===== src/verilog/scb_pkg.sv =====
// Shared constants for the two-wire bus control and bus status block
package scb_pkg;
   localparam int unsigned ADDR_W = 16;
   localparam int unsigned DATA_W = 8;
   // Register byte addresses
   localparam logic [15:0] CTRL_ADDR = 16'hffa6;
   localparam logic [15:0] FLAG_ADDR = 16'hffa7;
   localparam logic [15:0] STAT_ADDR = 16'hffa8;
   localparam logic [15:0] IRQ_ST_ADDR = 16'hffa9;
   localparam logic [15:0] IRQ_MASK_ADDR = 16'hffaa;
   localparam logic [7:0] CTRL_RESET = 8'h00;
   // Control register bit positions
   localparam int unsigned CTRL_WAIT_CANCEL = 7;
   localparam int unsigned CTRL_OP_ENABLE = 6;
   localparam int unsigned CTRL_EXIT_COMM = 5;
   localparam int unsigned CTRL_STOP_IRQ_EN = 4;
   localparam int unsigned CTRL_WAIT_TIMING = 3;
   localparam int unsigned CTRL_ACK_EN = 2;
   localparam int unsigned CTRL_START_REQ = 1;
   localparam int unsigned CTRL_STOP_REQ = 0;
   // Flag register bit positions
   localparam int unsigned FLAG_START_FAIL = 7;
   localparam int unsigned FLAG_BUS_BUSY = 6;
   localparam int unsigned FLAG_INIT_STATUS = 1;
   localparam int unsigned FLAG_RSV_DISABLE = 0;
   // Transfer status register bit positions
   localparam int unsigned ST_MASTER = 7;
   localparam int unsigned ST_EXT_CODE = 6;
   localparam int unsigned ST_ADDR_MATCH = 5;
   localparam int unsigned ST_TX_DIR = 4;
   localparam int unsigned ST_ACK_DET = 3;
   localparam int unsigned ST_START_DET = 2;
   localparam int unsigned ST_STOP_DET = 1;
   localparam logic [7:0] STAT_RESET = 8'h00;
   // Interrupt status bit positions
   localparam int unsigned IRQ_STOP = 0;
   localparam int unsigned IRQ_START = 1;
   localparam int unsigned IRQ_START_FAIL = 2;
   localparam int unsigned IRQ_W = 3;
   // Bus timing
   localparam int unsigned CLK_PERIOD_NS = 10;
   localparam int unsigned START_HOLD_NS = 4000;
   localparam int unsigned STOP_SETUP_NS = 4000;
   localparam int unsigned START_HOLD_CYC = (START_HOLD_NS + CLK_PERIOD_NS - 1) / CLK_PERIOD_NS;
   localparam int unsigned STOP_SETUP_CYC = (STOP_SETUP_NS + CLK_PERIOD_NS - 1) / CLK_PERIOD_NS;
   localparam int unsigned TIMER_W = 10;
   typedef enum logic [2:0] {
      SCB_IDLE,
      SCB_START,
      SCB_WAIT,
      SCB_XFER,
      SCB_STOP_LOW,
      SCB_STOP_SETUP
   } scb_state_t;
endpackage : scb_pkg


===== src/verilog/scb_ctrl.sv =====
// Two-wire bus control register, bus status detector and start/stop generator
//
// Notes on behaviour
// Bus busy tracked from start and stop conditions
// Initial busy state taken from initial-status bit
// Flag register: fail 7, busy 6, init 1, rsv 0
// Control register at ffa6, reset value zero
// Control bits: cancel, enable, exit, spie, wtim, acke, start, stop
// Software changes config bits only disabled or waiting
// Config bits accepted with enable rising write
// Disabled: serial logic stopped, status held reset
// Software enables only while both lines high
// Exit write abandons transfer, bit self-clears
// Exit releases clock and data drivers
// Exit clears request and transfer status flags
// Standby until stop-restart or start-address match
// Wait cancel releases clock, bit self-clears
// Ninth-clock transmit cancel clears direction, releases data
// Busy reserved start request ignored, fail flag set
// Stop request generates stop condition
// Enable with clock high, data low registers start
// Writing zero to exit or cancel does nothing
//
// Decided for this implementation: the plain strobed port.
`timescale 1ns/10ps
`default_nettype none
module scb_ctrl #(
   parameter int unsigned START_HOLD = scb_pkg::START_HOLD_CYC,
   parameter int unsigned STOP_SETUP = scb_pkg::STOP_SETUP_CYC
) (
   input wire logic core_clk_i,
   input wire logic sys_rst_i,
   input wire logic [15:0] reg_addr_i,
   input wire logic [7:0] reg_wdata_i,
   input wire logic reg_we_i,
   input wire logic reg_re_i,
   output logic [7:0] reg_rdata_o,
   input wire logic scl_i,
   output logic scl_o,
   output logic scl_oe_o,
   input wire logic sda_i,
   output logic sda_o,
   output logic sda_oe_o,
   input wire logic addr_match_i,
   input wire logic ext_code_i,
   input wire logic ack_seen_i,
   input wire logic byte_done_i,
   output logic wait_timing_o,
   output logic ack_enable_o,
   output logic irq_o
);
   initial
   begin
      if (START_HOLD < 1 || START_HOLD >= (1 << scb_pkg::TIMER_W))
         $error("START_HOLD out of range");
      if (STOP_SETUP < 1 || STOP_SETUP >= (1 << scb_pkg::TIMER_W))
         $error("STOP_SETUP out of range");
   end

   logic [7:0] ctrl_q;
   logic [7:0] flag_q;
   logic [7:0] stat_q;
   logic [scb_pkg::IRQ_W-1:0] irq_st_q;
   logic [scb_pkg::IRQ_W-1:0] irq_mask_q;
   logic [7:0] rdata_q;
   logic scl_m_q, scl_s_q, sda_m_q, sda_s_q;
   logic scl_prev_q, sda_prev_q;
   logic standby_q;
   logic stop_seen_q;
   logic scl_hold_q, sda_low_q;
   logic [scb_pkg::TIMER_W-1:0] timer_q;
   scb_pkg::scb_state_t state_q;

   logic wr_ctrl, wr_flag, wr_irq_st, wr_irq_mask;
   logic en, en_rise, exit_req, cancel_req;
   logic start_cond, stop_cond, forced_start;
   logic start_fail, start_go, in_wait, ninth_tx_cancel;
   logic timer_done;

   assign wr_ctrl = reg_we_i && reg_addr_i == scb_pkg::CTRL_ADDR;
   assign wr_flag = reg_we_i && reg_addr_i == scb_pkg::FLAG_ADDR;
   assign wr_irq_st = reg_we_i && reg_addr_i == scb_pkg::IRQ_ST_ADDR;
   assign wr_irq_mask = reg_we_i && reg_addr_i == scb_pkg::IRQ_MASK_ADDR;
   assign en = ctrl_q[scb_pkg::CTRL_OP_ENABLE];
   assign en_rise = wr_ctrl && !en && reg_wdata_i[scb_pkg::CTRL_OP_ENABLE];
   // A zero written to these bits is simply not an event
   assign exit_req = wr_ctrl && en && reg_wdata_i[scb_pkg::CTRL_EXIT_COMM];
   assign cancel_req = wr_ctrl && en && reg_wdata_i[scb_pkg::CTRL_WAIT_CANCEL];
   assign in_wait = state_q == scb_pkg::SCB_WAIT;
   assign timer_done = timer_q == '0;

   // Pin synchronisers; the second stage and its one-cycle delayed copy are looked at
   always_ff @(posedge core_clk_i)
   begin
      if (sys_rst_i)
      begin
         scl_m_q <= 1'b1;
         scl_s_q <= 1'b1;
         sda_m_q <= 1'b1;
         sda_s_q <= 1'b1;
         scl_prev_q <= 1'b1;
         sda_prev_q <= 1'b1;
      end
      else
      begin
         scl_m_q <= scl_i;
         scl_s_q <= scl_m_q;
         sda_m_q <= sda_i;
         sda_s_q <= sda_m_q;
         scl_prev_q <= scl_s_q;
         sda_prev_q <= sda_s_q;
      end
   end

   // Data edges while the clock stays high mark start and stop
   assign start_cond = en && scl_s_q && scl_prev_q && sda_prev_q && !sda_s_q;
   assign stop_cond = en && scl_s_q && scl_prev_q && !sda_prev_q && sda_s_q;
   // Line already in start shape when the block wakes up
   assign forced_start = en_rise && scl_s_q && !sda_s_q;

   assign start_fail = wr_ctrl && en && reg_wdata_i[scb_pkg::CTRL_START_REQ]
      && flag_q[scb_pkg::FLAG_RSV_DISABLE] && flag_q[scb_pkg::FLAG_BUS_BUSY];
   // Start is launched only onto a free bus; a busy request waits as reserved unless reservation is disabled
   assign start_go = en && !exit_req && state_q == scb_pkg::SCB_IDLE
      && ctrl_q[scb_pkg::CTRL_START_REQ] && !flag_q[scb_pkg::FLAG_BUS_BUSY]
      && (!standby_q || stop_seen_q);
   assign ninth_tx_cancel = cancel_req && in_wait
      && ctrl_q[scb_pkg::CTRL_WAIT_TIMING] && stat_q[scb_pkg::ST_TX_DIR];

   // Control register
   always_ff @(posedge core_clk_i)
   begin
      if (sys_rst_i)
         ctrl_q <= scb_pkg::CTRL_RESET;
      else if (wr_ctrl)
      begin
         ctrl_q[scb_pkg::CTRL_OP_ENABLE] <= reg_wdata_i[scb_pkg::CTRL_OP_ENABLE];
         // Timing bits only move when the engine cannot be using them
         if (!en || en_rise || in_wait)
         begin
            ctrl_q[scb_pkg::CTRL_STOP_IRQ_EN] <= reg_wdata_i[scb_pkg::CTRL_STOP_IRQ_EN];
            ctrl_q[scb_pkg::CTRL_WAIT_TIMING] <= reg_wdata_i[scb_pkg::CTRL_WAIT_TIMING];
            ctrl_q[scb_pkg::CTRL_ACK_EN] <= reg_wdata_i[scb_pkg::CTRL_ACK_EN];
         end
         if (exit_req || !reg_wdata_i[scb_pkg::CTRL_OP_ENABLE])
         begin
            ctrl_q[scb_pkg::CTRL_START_REQ] <= 1'b0;
            ctrl_q[scb_pkg::CTRL_STOP_REQ] <= 1'b0;
         end
         else
         begin
            // A write beside a launch must not leave the old request armed
            if (reg_wdata_i[scb_pkg::CTRL_START_REQ] && !start_fail)
               ctrl_q[scb_pkg::CTRL_START_REQ] <= 1'b1;
            else if (start_go)
               ctrl_q[scb_pkg::CTRL_START_REQ] <= 1'b0;
            if (reg_wdata_i[scb_pkg::CTRL_STOP_REQ])
               ctrl_q[scb_pkg::CTRL_STOP_REQ] <= 1'b1;
            else if (state_q == scb_pkg::SCB_STOP_SETUP && timer_done)
               ctrl_q[scb_pkg::CTRL_STOP_REQ] <= 1'b0;
         end
         // Both are one-shot commands; they read back as zero
         ctrl_q[scb_pkg::CTRL_EXIT_COMM] <= 1'b0;
         ctrl_q[scb_pkg::CTRL_WAIT_CANCEL] <= 1'b0;
      end
      else
      begin
         if (start_go)
            ctrl_q[scb_pkg::CTRL_START_REQ] <= 1'b0;
         if (state_q == scb_pkg::SCB_STOP_SETUP && timer_done)
            ctrl_q[scb_pkg::CTRL_STOP_REQ] <= 1'b0;
      end
   end

   assign wait_timing_o = en && ctrl_q[scb_pkg::CTRL_WAIT_TIMING];
   assign ack_enable_o = en && ctrl_q[scb_pkg::CTRL_ACK_EN];

   // Flag register: busy follows the bus, seeded from the initial-status bit
   always_ff @(posedge core_clk_i)
   begin
      if (sys_rst_i)
         flag_q <= 8'h00;
      else
      begin
         if (wr_flag)
         begin
            flag_q[scb_pkg::FLAG_INIT_STATUS] <= reg_wdata_i[scb_pkg::FLAG_INIT_STATUS];
            flag_q[scb_pkg::FLAG_RSV_DISABLE] <= reg_wdata_i[scb_pkg::FLAG_RSV_DISABLE];
         end
         if (!en && !en_rise)
         begin
            flag_q[scb_pkg::FLAG_START_FAIL] <= 1'b0;
            flag_q[scb_pkg::FLAG_BUS_BUSY] <= 1'b0;
         end
         else if (en_rise)
            // A set initial-status bit lets a master start before any stop
            flag_q[scb_pkg::FLAG_BUS_BUSY] <= forced_start
               || !flag_q[scb_pkg::FLAG_INIT_STATUS];
         else
         begin
            if (start_cond || start_go)
               flag_q[scb_pkg::FLAG_BUS_BUSY] <= 1'b1;
            else if (stop_cond)
               flag_q[scb_pkg::FLAG_BUS_BUSY] <= 1'b0;
            // Set wins over a new start request that would clear it
            if (start_fail)
               flag_q[scb_pkg::FLAG_START_FAIL] <= 1'b1;
            else if (start_go)
               flag_q[scb_pkg::FLAG_START_FAIL] <= 1'b0;
         end
      end
   end

   // Standby after exit lasts until a legal entry condition
   always_ff @(posedge core_clk_i)
   begin
      if (sys_rst_i)
      begin
         standby_q <= 1'b0;
         stop_seen_q <= 1'b0;
      end
      else if (!en)
      begin
         standby_q <= 1'b0;
         stop_seen_q <= 1'b0;
      end
      else if (exit_req)
      begin
         standby_q <= 1'b1;
         stop_seen_q <= 1'b0;
      end
      else if (standby_q)
      begin
         if (stop_cond)
            stop_seen_q <= 1'b1;
         if (start_go || addr_match_i || ext_code_i)
            standby_q <= 1'b0;
      end
   end

   // Transfer status register
   always_ff @(posedge core_clk_i)
   begin
      if (sys_rst_i)
         stat_q <= scb_pkg::STAT_RESET;
      else if (!en && !en_rise)
         stat_q <= scb_pkg::STAT_RESET;
      else if (exit_req)
      begin
         stat_q[scb_pkg::ST_MASTER] <= 1'b0;
         stat_q[scb_pkg::ST_EXT_CODE] <= 1'b0;
         stat_q[scb_pkg::ST_ADDR_MATCH] <= 1'b0;
         stat_q[scb_pkg::ST_TX_DIR] <= 1'b0;
         stat_q[scb_pkg::ST_ACK_DET] <= 1'b0;
         stat_q[scb_pkg::ST_START_DET] <= 1'b0;
      end
      else
      begin
         if (forced_start || start_cond)
            stat_q[scb_pkg::ST_START_DET] <= 1'b1;
         else if (byte_done_i)
            stat_q[scb_pkg::ST_START_DET] <= 1'b0;
         if (stop_cond)
         begin
            stat_q[scb_pkg::ST_STOP_DET] <= 1'b1;
            stat_q[scb_pkg::ST_MASTER] <= 1'b0;
            stat_q[scb_pkg::ST_TX_DIR] <= 1'b0;
         end
         else if (start_cond)
            stat_q[scb_pkg::ST_STOP_DET] <= 1'b0;
         if (start_go)
         begin
            stat_q[scb_pkg::ST_MASTER] <= 1'b1;
            stat_q[scb_pkg::ST_TX_DIR] <= 1'b1;
         end
         else if (ninth_tx_cancel)
            stat_q[scb_pkg::ST_TX_DIR] <= 1'b0;
         if (!standby_q || start_cond)
         begin
            if (addr_match_i)
               stat_q[scb_pkg::ST_ADDR_MATCH] <= 1'b1;
            if (ext_code_i)
               stat_q[scb_pkg::ST_EXT_CODE] <= 1'b1;
         end
         if (ack_seen_i)
            stat_q[scb_pkg::ST_ACK_DET] <= 1'b1;
      end
   end

   // Start and stop generator with clock wait
   always_ff @(posedge core_clk_i)
   begin
      if (sys_rst_i)
      begin
         state_q <= scb_pkg::SCB_IDLE;
         timer_q <= '0;
         scl_hold_q <= 1'b0;
         sda_low_q <= 1'b0;
      end
      else if (!en || exit_req)
      begin
         state_q <= scb_pkg::SCB_IDLE;
         timer_q <= '0;
         scl_hold_q <= 1'b0;
         sda_low_q <= 1'b0;
      end
      else
      begin
         if (!timer_done)
            timer_q <= timer_q - 1'b1;
         unique case (state_q)
            scb_pkg::SCB_IDLE:
               if (start_go)
               begin
                  sda_low_q <= 1'b1;
                  timer_q <= scb_pkg::TIMER_W'(START_HOLD);
                  state_q <= scb_pkg::SCB_START;
               end
            scb_pkg::SCB_START:
               if (timer_done)
               begin
                  // Clock held low: the byte engine takes over after the wait
                  scl_hold_q <= 1'b1;
                  state_q <= scb_pkg::SCB_WAIT;
               end
            scb_pkg::SCB_WAIT:
               if (cancel_req)
               begin
                  scl_hold_q <= 1'b0;
                  if (ninth_tx_cancel)
                     sda_low_q <= 1'b0;
                  state_q <= scb_pkg::SCB_XFER;
               end
               else if (ctrl_q[scb_pkg::CTRL_STOP_REQ])
               begin
                  sda_low_q <= 1'b1;
                  scl_hold_q <= 1'b0;
                  state_q <= scb_pkg::SCB_STOP_LOW;
               end
            scb_pkg::SCB_XFER:
               if (byte_done_i)
               begin
                  scl_hold_q <= 1'b1;
                  state_q <= scb_pkg::SCB_WAIT;
               end
            scb_pkg::SCB_STOP_LOW:
               // Data stays low until the clock is seen high again, then through the stop setup time
               if (scl_s_q)
               begin
                  timer_q <= scb_pkg::TIMER_W'(STOP_SETUP);
                  state_q <= scb_pkg::SCB_STOP_SETUP;
               end
            scb_pkg::SCB_STOP_SETUP:
               if (timer_done)
               begin
                  sda_low_q <= 1'b0;
                  state_q <= scb_pkg::SCB_IDLE;
               end
         endcase
      end
   end

   // Open-drain pins: only ever pull low
   assign scl_o = 1'b0;
   assign sda_o = 1'b0;
   assign scl_oe_o = scl_hold_q;
   assign sda_oe_o = sda_low_q;

   // Interrupt status, write one to clear; new events win
   always_ff @(posedge core_clk_i)
   begin
      if (sys_rst_i)
      begin
         irq_st_q <= '0;
         irq_mask_q <= '0;
      end
      else
      begin
         if (wr_irq_mask)
            irq_mask_q <= reg_wdata_i[scb_pkg::IRQ_W-1:0];
         irq_st_q <= (irq_st_q & ~(wr_irq_st ? reg_wdata_i[scb_pkg::IRQ_W-1:0] : '0))
            | {start_fail, start_cond || forced_start,
               stop_cond && ctrl_q[scb_pkg::CTRL_STOP_IRQ_EN]};
      end
   end

   assign irq_o = |(irq_st_q & irq_mask_q);

   // Read port: data one cycle after the strobe, zero elsewhere
   always_ff @(posedge core_clk_i)
   begin
      if (sys_rst_i)
         rdata_q <= 8'h00;
      else if (reg_re_i)
      begin
         unique case (reg_addr_i)
            scb_pkg::CTRL_ADDR: rdata_q <= ctrl_q;
            scb_pkg::FLAG_ADDR: rdata_q <= flag_q;
            scb_pkg::STAT_ADDR: rdata_q <= stat_q;
            scb_pkg::IRQ_ST_ADDR: rdata_q <= {{(8 - scb_pkg::IRQ_W){1'b0}}, irq_st_q};
            scb_pkg::IRQ_MASK_ADDR: rdata_q <= {{(8 - scb_pkg::IRQ_W){1'b0}}, irq_mask_q};
            default: rdata_q <= 8'h00;
         endcase
      end
      else
         rdata_q <= 8'h00;
   end

   assign reg_rdata_o = rdata_q;
endmodule : scb_ctrl
`default_nettype wire


===== config.mk =====
export PLATFORM = sky130hd
export DESIGN_NAME = scb_ctrl
export DESIGN_NICKNAME = d
export VERILOG_FILES = /design/src/verilog/scb_pkg.sv /design/src/verilog/scb_ctrl.sv
export SDC_FILE = /design/constraint.sdc
export NUM_CORES = 1
export LEC_CHECK = 0
export BUFFER_PORTS_ARGS = -buffer_cell sky130_fd_sc_hd__buf_2
export CAP_MARGIN = 20
export CORE_MARGIN = 4
export CORE_UTILIZATION = 45
export CTS_BUF_LIST = sky130_fd_sc_hd__clkbuf_2 sky130_fd_sc_hd__clkbuf_4 sky130_fd_sc_hd__clkbuf_8
export DETAILED_ROUTE_END_ITERATION = 12
export PLACE_DENSITY = 0.8
export SETUP_SLACK_MARGIN = 0.2
export SLEW_MARGIN = 20
export SYNTH_ARGS = -nofsm -noshare
export SYNTH_HDL_FRONTEND = slang
export SYNTH_SLANG_ARGS = --single-unit

===== constraint.sdc =====
create_clock -name core_clk_i -period 2.1 [get_ports core_clk_i]
set_input_delay 0.21 -clock core_clk_i [delete_from_list [all_inputs] [get_ports core_clk_i]]
set_output_delay 0.21 -clock core_clk_i [all_outputs]
set_load 0.005 [all_outputs]

# After elaboration in Yosys (flattened, before gate mapping)
# Index checks and enable logic that the tools add are counted.
dict set report classes {
  bitwise_logic 8
  muxes 46
  n_addsub 1
  n_reduce_logical 81
  eq_ne 17
}
# op n
set op_table {}
lappend op_table {{16-bit equality test, second input constant} 5}
lappend op_table {{8-bit one-hot mux with 5 select lines} 1}
lappend op_table {{1-bit logical AND} 34}
lappend op_table {{10-bit 2-to-1 mux} 3}
lappend op_table {{1-bit 2-to-1 mux} 28}
lappend op_table {{3-bit 2-to-1 mux} 8}
lappend op_table {{10-bit one-hot mux with 2 select lines} 1}
lappend op_table {{3-bit one-hot mux with 6 select lines} 1}
lappend op_table {{2-bit AND reduction} 6}
lappend op_table {{3-bit nonzero test} 4}
lappend op_table {{1-bit logical OR} 11}
lappend op_table {{1-bit zero test} 10}
lappend op_table {{10-bit zero test} 1}
lappend op_table {{2-bit inequality test, second input constant} 5}
lappend op_table {{10-bit by 1-bit subtractor with 10-bit output, second input constant} 1}
lappend op_table {{3-bit OR reduction} 3}
lappend op_table {{2-bit nonzero test} 4}
lappend op_table {{2-bit OR reduction} 4}
lappend op_table {{3-bit AND} 2}
lappend op_table {{3-bit by 2-bit equality test with 1-bit output, second input constant} 2}
lappend op_table {{3-bit equality test, second input constant} 2}
lappend op_table {{1-bit one-hot mux with 3 select lines} 2}
lappend op_table {{6-bit AND reduction} 1}
lappend op_table {{5-bit AND reduction} 1}
lappend op_table {{other kinds (9)} 13}
dict set report word_totals {
  regBits 54
  input_bits 34
  out_inout_bits 15
}

# Logic depth before layout (Yosys ltp)
dict set report depth {
  word_depth 15
  ltp_mapped 8
  depth_no_buf 8
}

# Worst setup path before layout
# Ideal clock, no wire load.
dict set report synth_timing {
  kind {reg-to-reg}
  from {reg timer_q[0] (netlist name)}
  to {reg state_q[0]}
  stages_incl_launch_ff 9
  setup_ns 0.130
  arrival_ns 1.899
  path_buffers 0
  path_slack_ns 0.070
  t_required_ns 1.970
  cell_sequence {dfxtp_1 -> inv_1 -> ha_1 -> or4b_4 -> nor3b_4 -> a21o_2 -> a31oi_2 -> a2111oi_2 -> a311oi_1}
}
dict set report synth_via {
  elab_chain_len 3
}
# item line_no
set synth_rtl {}
lappend synth_rtl {{start: declaration} scb_ctrl.sv:71} ;# logic [scb_pkg::TIMER_W-1:0] timer_q;
lappend synth_rtl {{start signal: assignment} scb_ctrl.sv:310} ;# timer_q <= timer_q - 1'b1;
lappend synth_rtl {{start signal: assignment} scb_ctrl.sv:316} ;# timer_q <= scb_pkg::TIMER_W'(START_HOLD);
lappend synth_rtl {{start signal: assignment} scb_ctrl.sv:350} ;# timer_q <= scb_pkg::TIMER_W'(STOP_SETUP);
lappend synth_rtl {{10-bit zero test (*)} scb_ctrl.sv:90} ;# assign timer_done = timer_q == '0;
lappend synth_rtl {{2-bit inequality test (no source line)} --}
lappend synth_rtl {{6-bit AND reduction (no source line) (*)} --}
lappend synth_rtl {{end signal: assignment} scb_ctrl.sv:295} ;# state_q <= scb_pkg::SCB_IDLE;
lappend synth_rtl {{end signal: assignment} scb_ctrl.sv:302} ;# state_q <= scb_pkg::SCB_IDLE;
lappend synth_rtl {{end signal: assignment} scb_ctrl.sv:317} ;# state_q <= scb_pkg::SCB_START;
lappend synth_rtl {{end: declaration} scb_ctrl.sv:72} ;# scb_pkg::scb_state_t state_q;
# Mark *: on every way between the ends. The rest lies on a longest branch, timed or not.
# A chain may end at the register's enable or synchronous reset.

# Worst setup path after layout
dict set report layout_timing {
  from {reg timer_q[0] (netlist name)}
  to {reg state_q[2]}
}
# Same word-level chain as after synthesis.

==> run metrics <==
Commonest cells post-synth=dfxtp_1 (54), nor2_1 (35), nand2_1 (32); placed insts=434; die width=84.8 um; synthesized flop and latch total=54; most common cell in the netlist=dfxtp_1; Pleak=1.23 nW; Avg Inst Size Synth=8.43 sq um; Final Hold Violating Endpoints=0; Synth top area share=40.7%; VDD IR max=0.286 mV; Synthesis Warnings=0; Synth cell types=63; hold_sp=sda_i; synthesized instance count=315; Final period util=89.8%; status=finished, final reports clean; Worst R2R Start=timer_q[0]; Hold Path End=sda_m_q; initial antenna violation count=0; clock transition at the registers of the reported paths=0.10 ns; Critical Path AT=2.13 ns; final wirelength=6.41 mm; Crit Reg-Reg Endpoint=state_q[2]; Max-Cap Viols=0; crit-path max FO=3; cts bufs inserted=5; minimum clock period=1.89 ns; die span in y=84.8 um; row cnt=27; achievable frequency=0.530 GHz; met3 Track Usage GR=2.72%; Top FF cell, synth=dfxtp_1; CTS Sinks=54; Clock Latency Late Sink=0.32 ns; pin count of the biggest net entering global routing=24; vias post-DR=2558; worst setup slack after layout=0.215 ns; Setup crit end kind=register; CTS tree=yes; Iter 0 DRT Violations=154; Post-synth EDFFs=0; layout cell share with drive strength beyond 1=28.5%; # fillers=527; Vias/cell=5.72; Storage cell area=1080 sq um; H-tree depth=2; max_slew headroom=66.6%; layout net count=409; pwr dens=537 nW/um^2; Core Area=5610 sq um; met2 Use GR=28.0%; met1 Use GR=26.2%; antenna cells=0; pre-CTS setup slack=0.177 ns; area of the die=7200 sq um; setup violators final=0; total power=1.72 mW; ranking of synthesized cells by area=dfxtp_1 (41%), a21oi_1 (5.3%), nor2_1 (4.9%), nand2_1 (4.5%), nand3_1 (3.8%); Netlist Area Pre-Place=2660 sq um; Post-DP HPWL=4.91 mm; clk root buf=clkbuf_8; multi-input logic area=1530 sq um; GRT Total Usage=18.5%; CTS Buffer Depth=2; WHS Path Cells=2; area post-placement=3040 sq um; Worst EP required=2.35 ns; final core occ=57.2%; DR WL/cell=14.3 um; IO Count=49; GRT overflow=0; Layout Cells excl Fill=447; fraction of registers with async set/reset=0%; post-route ant nets=0; Final Max Tran Viols=0; WS Path Type=reg2reg; gpl congestion=0.892; initial core utilization=47.4%; sequential fraction of the synthesis area=40.7%; first-pass GRT wire length=11.0 mm; RSZ-0062 raised after global routing=yes; Pre-antenna DRT Iters=4; area growth from synthesis to layout=20.8%; Fin Hold WS=0.0829 ns; Setup TNS Final=0 ns; DRC violations left=0; worst r2r path cells=8; grt peak-use layer=met2; PortBufs=46; Design Area, Final=3210 sq um; worst-margin pin slew=0.496 ns; reg2reg setup slack=0.21 ns; vias in the first global route=2377; crit start category=register; Synth area leader=dfxtp_1; clock skew=0.0167 ns; HP Class=in2reg
-- repair_timing --
action,in CTS,in global routing
hold buffers,0,0
endpoints found under the hold margin,0,0
buffers inserted,2,3
pin swaps,2,2
cloned,0,0
resized for setup,1,7
setup endpoints to repair,3,7
-- sequential cells by signal, indices dropped and copies added (netlist names) --
signal       count
timer_q         10
reg_rdata_o      8
stat_q           7
ctrl_q           6
flag_q           4
irq_mask_q       3
irq_st_q         3
state_q          3
scl_m_q          1
scl_oe_o         1
scl_prev_q       1
scl_s_q          1
sda_m_q          1
sda_oe_o         1
sda_prev_q       1
sda_s_q          1
standby_q        1
stop_seen_q      1
-- worst max-delay path, stage by stage (launching register included) --
cell,delay [ns]
dfxtp_2,0.33
inv_2,0.07
ha_4,0.12
or4b_4,0.47
nor3b_4,0.22
a21o_2,0.19
a31oi_4,0.05
a211o_1,0.25
a21oi_2,0.11
-- per-layer routing --
metal  up-vias  share of wire [%]
met2       113                 45
met4         0                2.7
met5         -                  0
li1       1253                  -
met3        18                7.9
met1      1174                 44
-- cell families after synthesis --
| kind of cell | synth area share (%) |
|---|---|
| and+or+nand+nor | 32.3 |
| AOI/OAI and AO/OA | 19.5 |
| DFF | 40.7 |
| buffers and inverters | 3.72 |
| xor gates and xnor gates | 1.65 |
| muxes | 1.51 |
| adders and majority gates | 0.471 |
| other | 0.141 |
-- where the power goes --
part           total, mW  switching (mW)  leakage [nW]  internal, mW
clock              0.613           0.366        0.0491         0.246
sequential          1.03         0.00326         0.437          1.03
combinational     0.0800          0.0427         0.744        0.0373
total               1.72           0.412          1.23          1.31
-- layout make-up --
cell class,instances,area share [%]
Sequential cell,54,33.8
Tap cell,72,2.81
Clock buffer,5,2.14
Multi-Input combinational cell,239,47.6
Inverter,9,1.05
Timing Repair Buffer,65,11.7
Clock inverter,3,0.819
-- worst max-delay path by stage --
stage / startpoint / to / slack, ns / cells past startpoint
global route: timer_q[0] / state_q[2] / 0.14 / 8
global placement: timer_q[1] / state_q[2] / 0.23 / 8
finish: timer_q[0] / state_q[2] / 0.21 / 8
detailed placement: timer_q[0] / state_q[2] / 0.18 / 8
floorplan: timer_q[1] / state_q[2] / 0.17 / 8
CTS: timer_q[0] / state_q[0] / 0.22 / 8
-- layout by cell type, fill, tap and decap left out, types with 3 or more instances in the layout --
| master | instances |
|---|---|
| nor3_1 | 5 |
| buf_2 | 46 |
| dfxtp_1 | 51 |
| nor2_1 | 35 |
| a31oi_1 | 3 |
| o21ai_0 | 7 |
| clkbuf_8 | 5 |
| mux2i_1 | 4 |
| nand2_1 | 32 |
| nand4_1 | 3 |
| or2_2 | 8 |
| nor4_1 | 3 |
| dfxtp_2 | 3 |
| nor4_2 | 4 |
| buf_4 | 18 |
| a21oi_1 | 28 |
| nor2b_1 | 5 |
| nand2b_1 | 5 |
| xnor2_1 | 4 |
| and2_1 | 5 |
| a22oi_1 | 11 |
| inv_1 | 7 |
| nand3b_1 | 3 |
| nand3_1 | 20 |
| a222oi_1 | 3 |
Power figures use the tool's default switching activity.
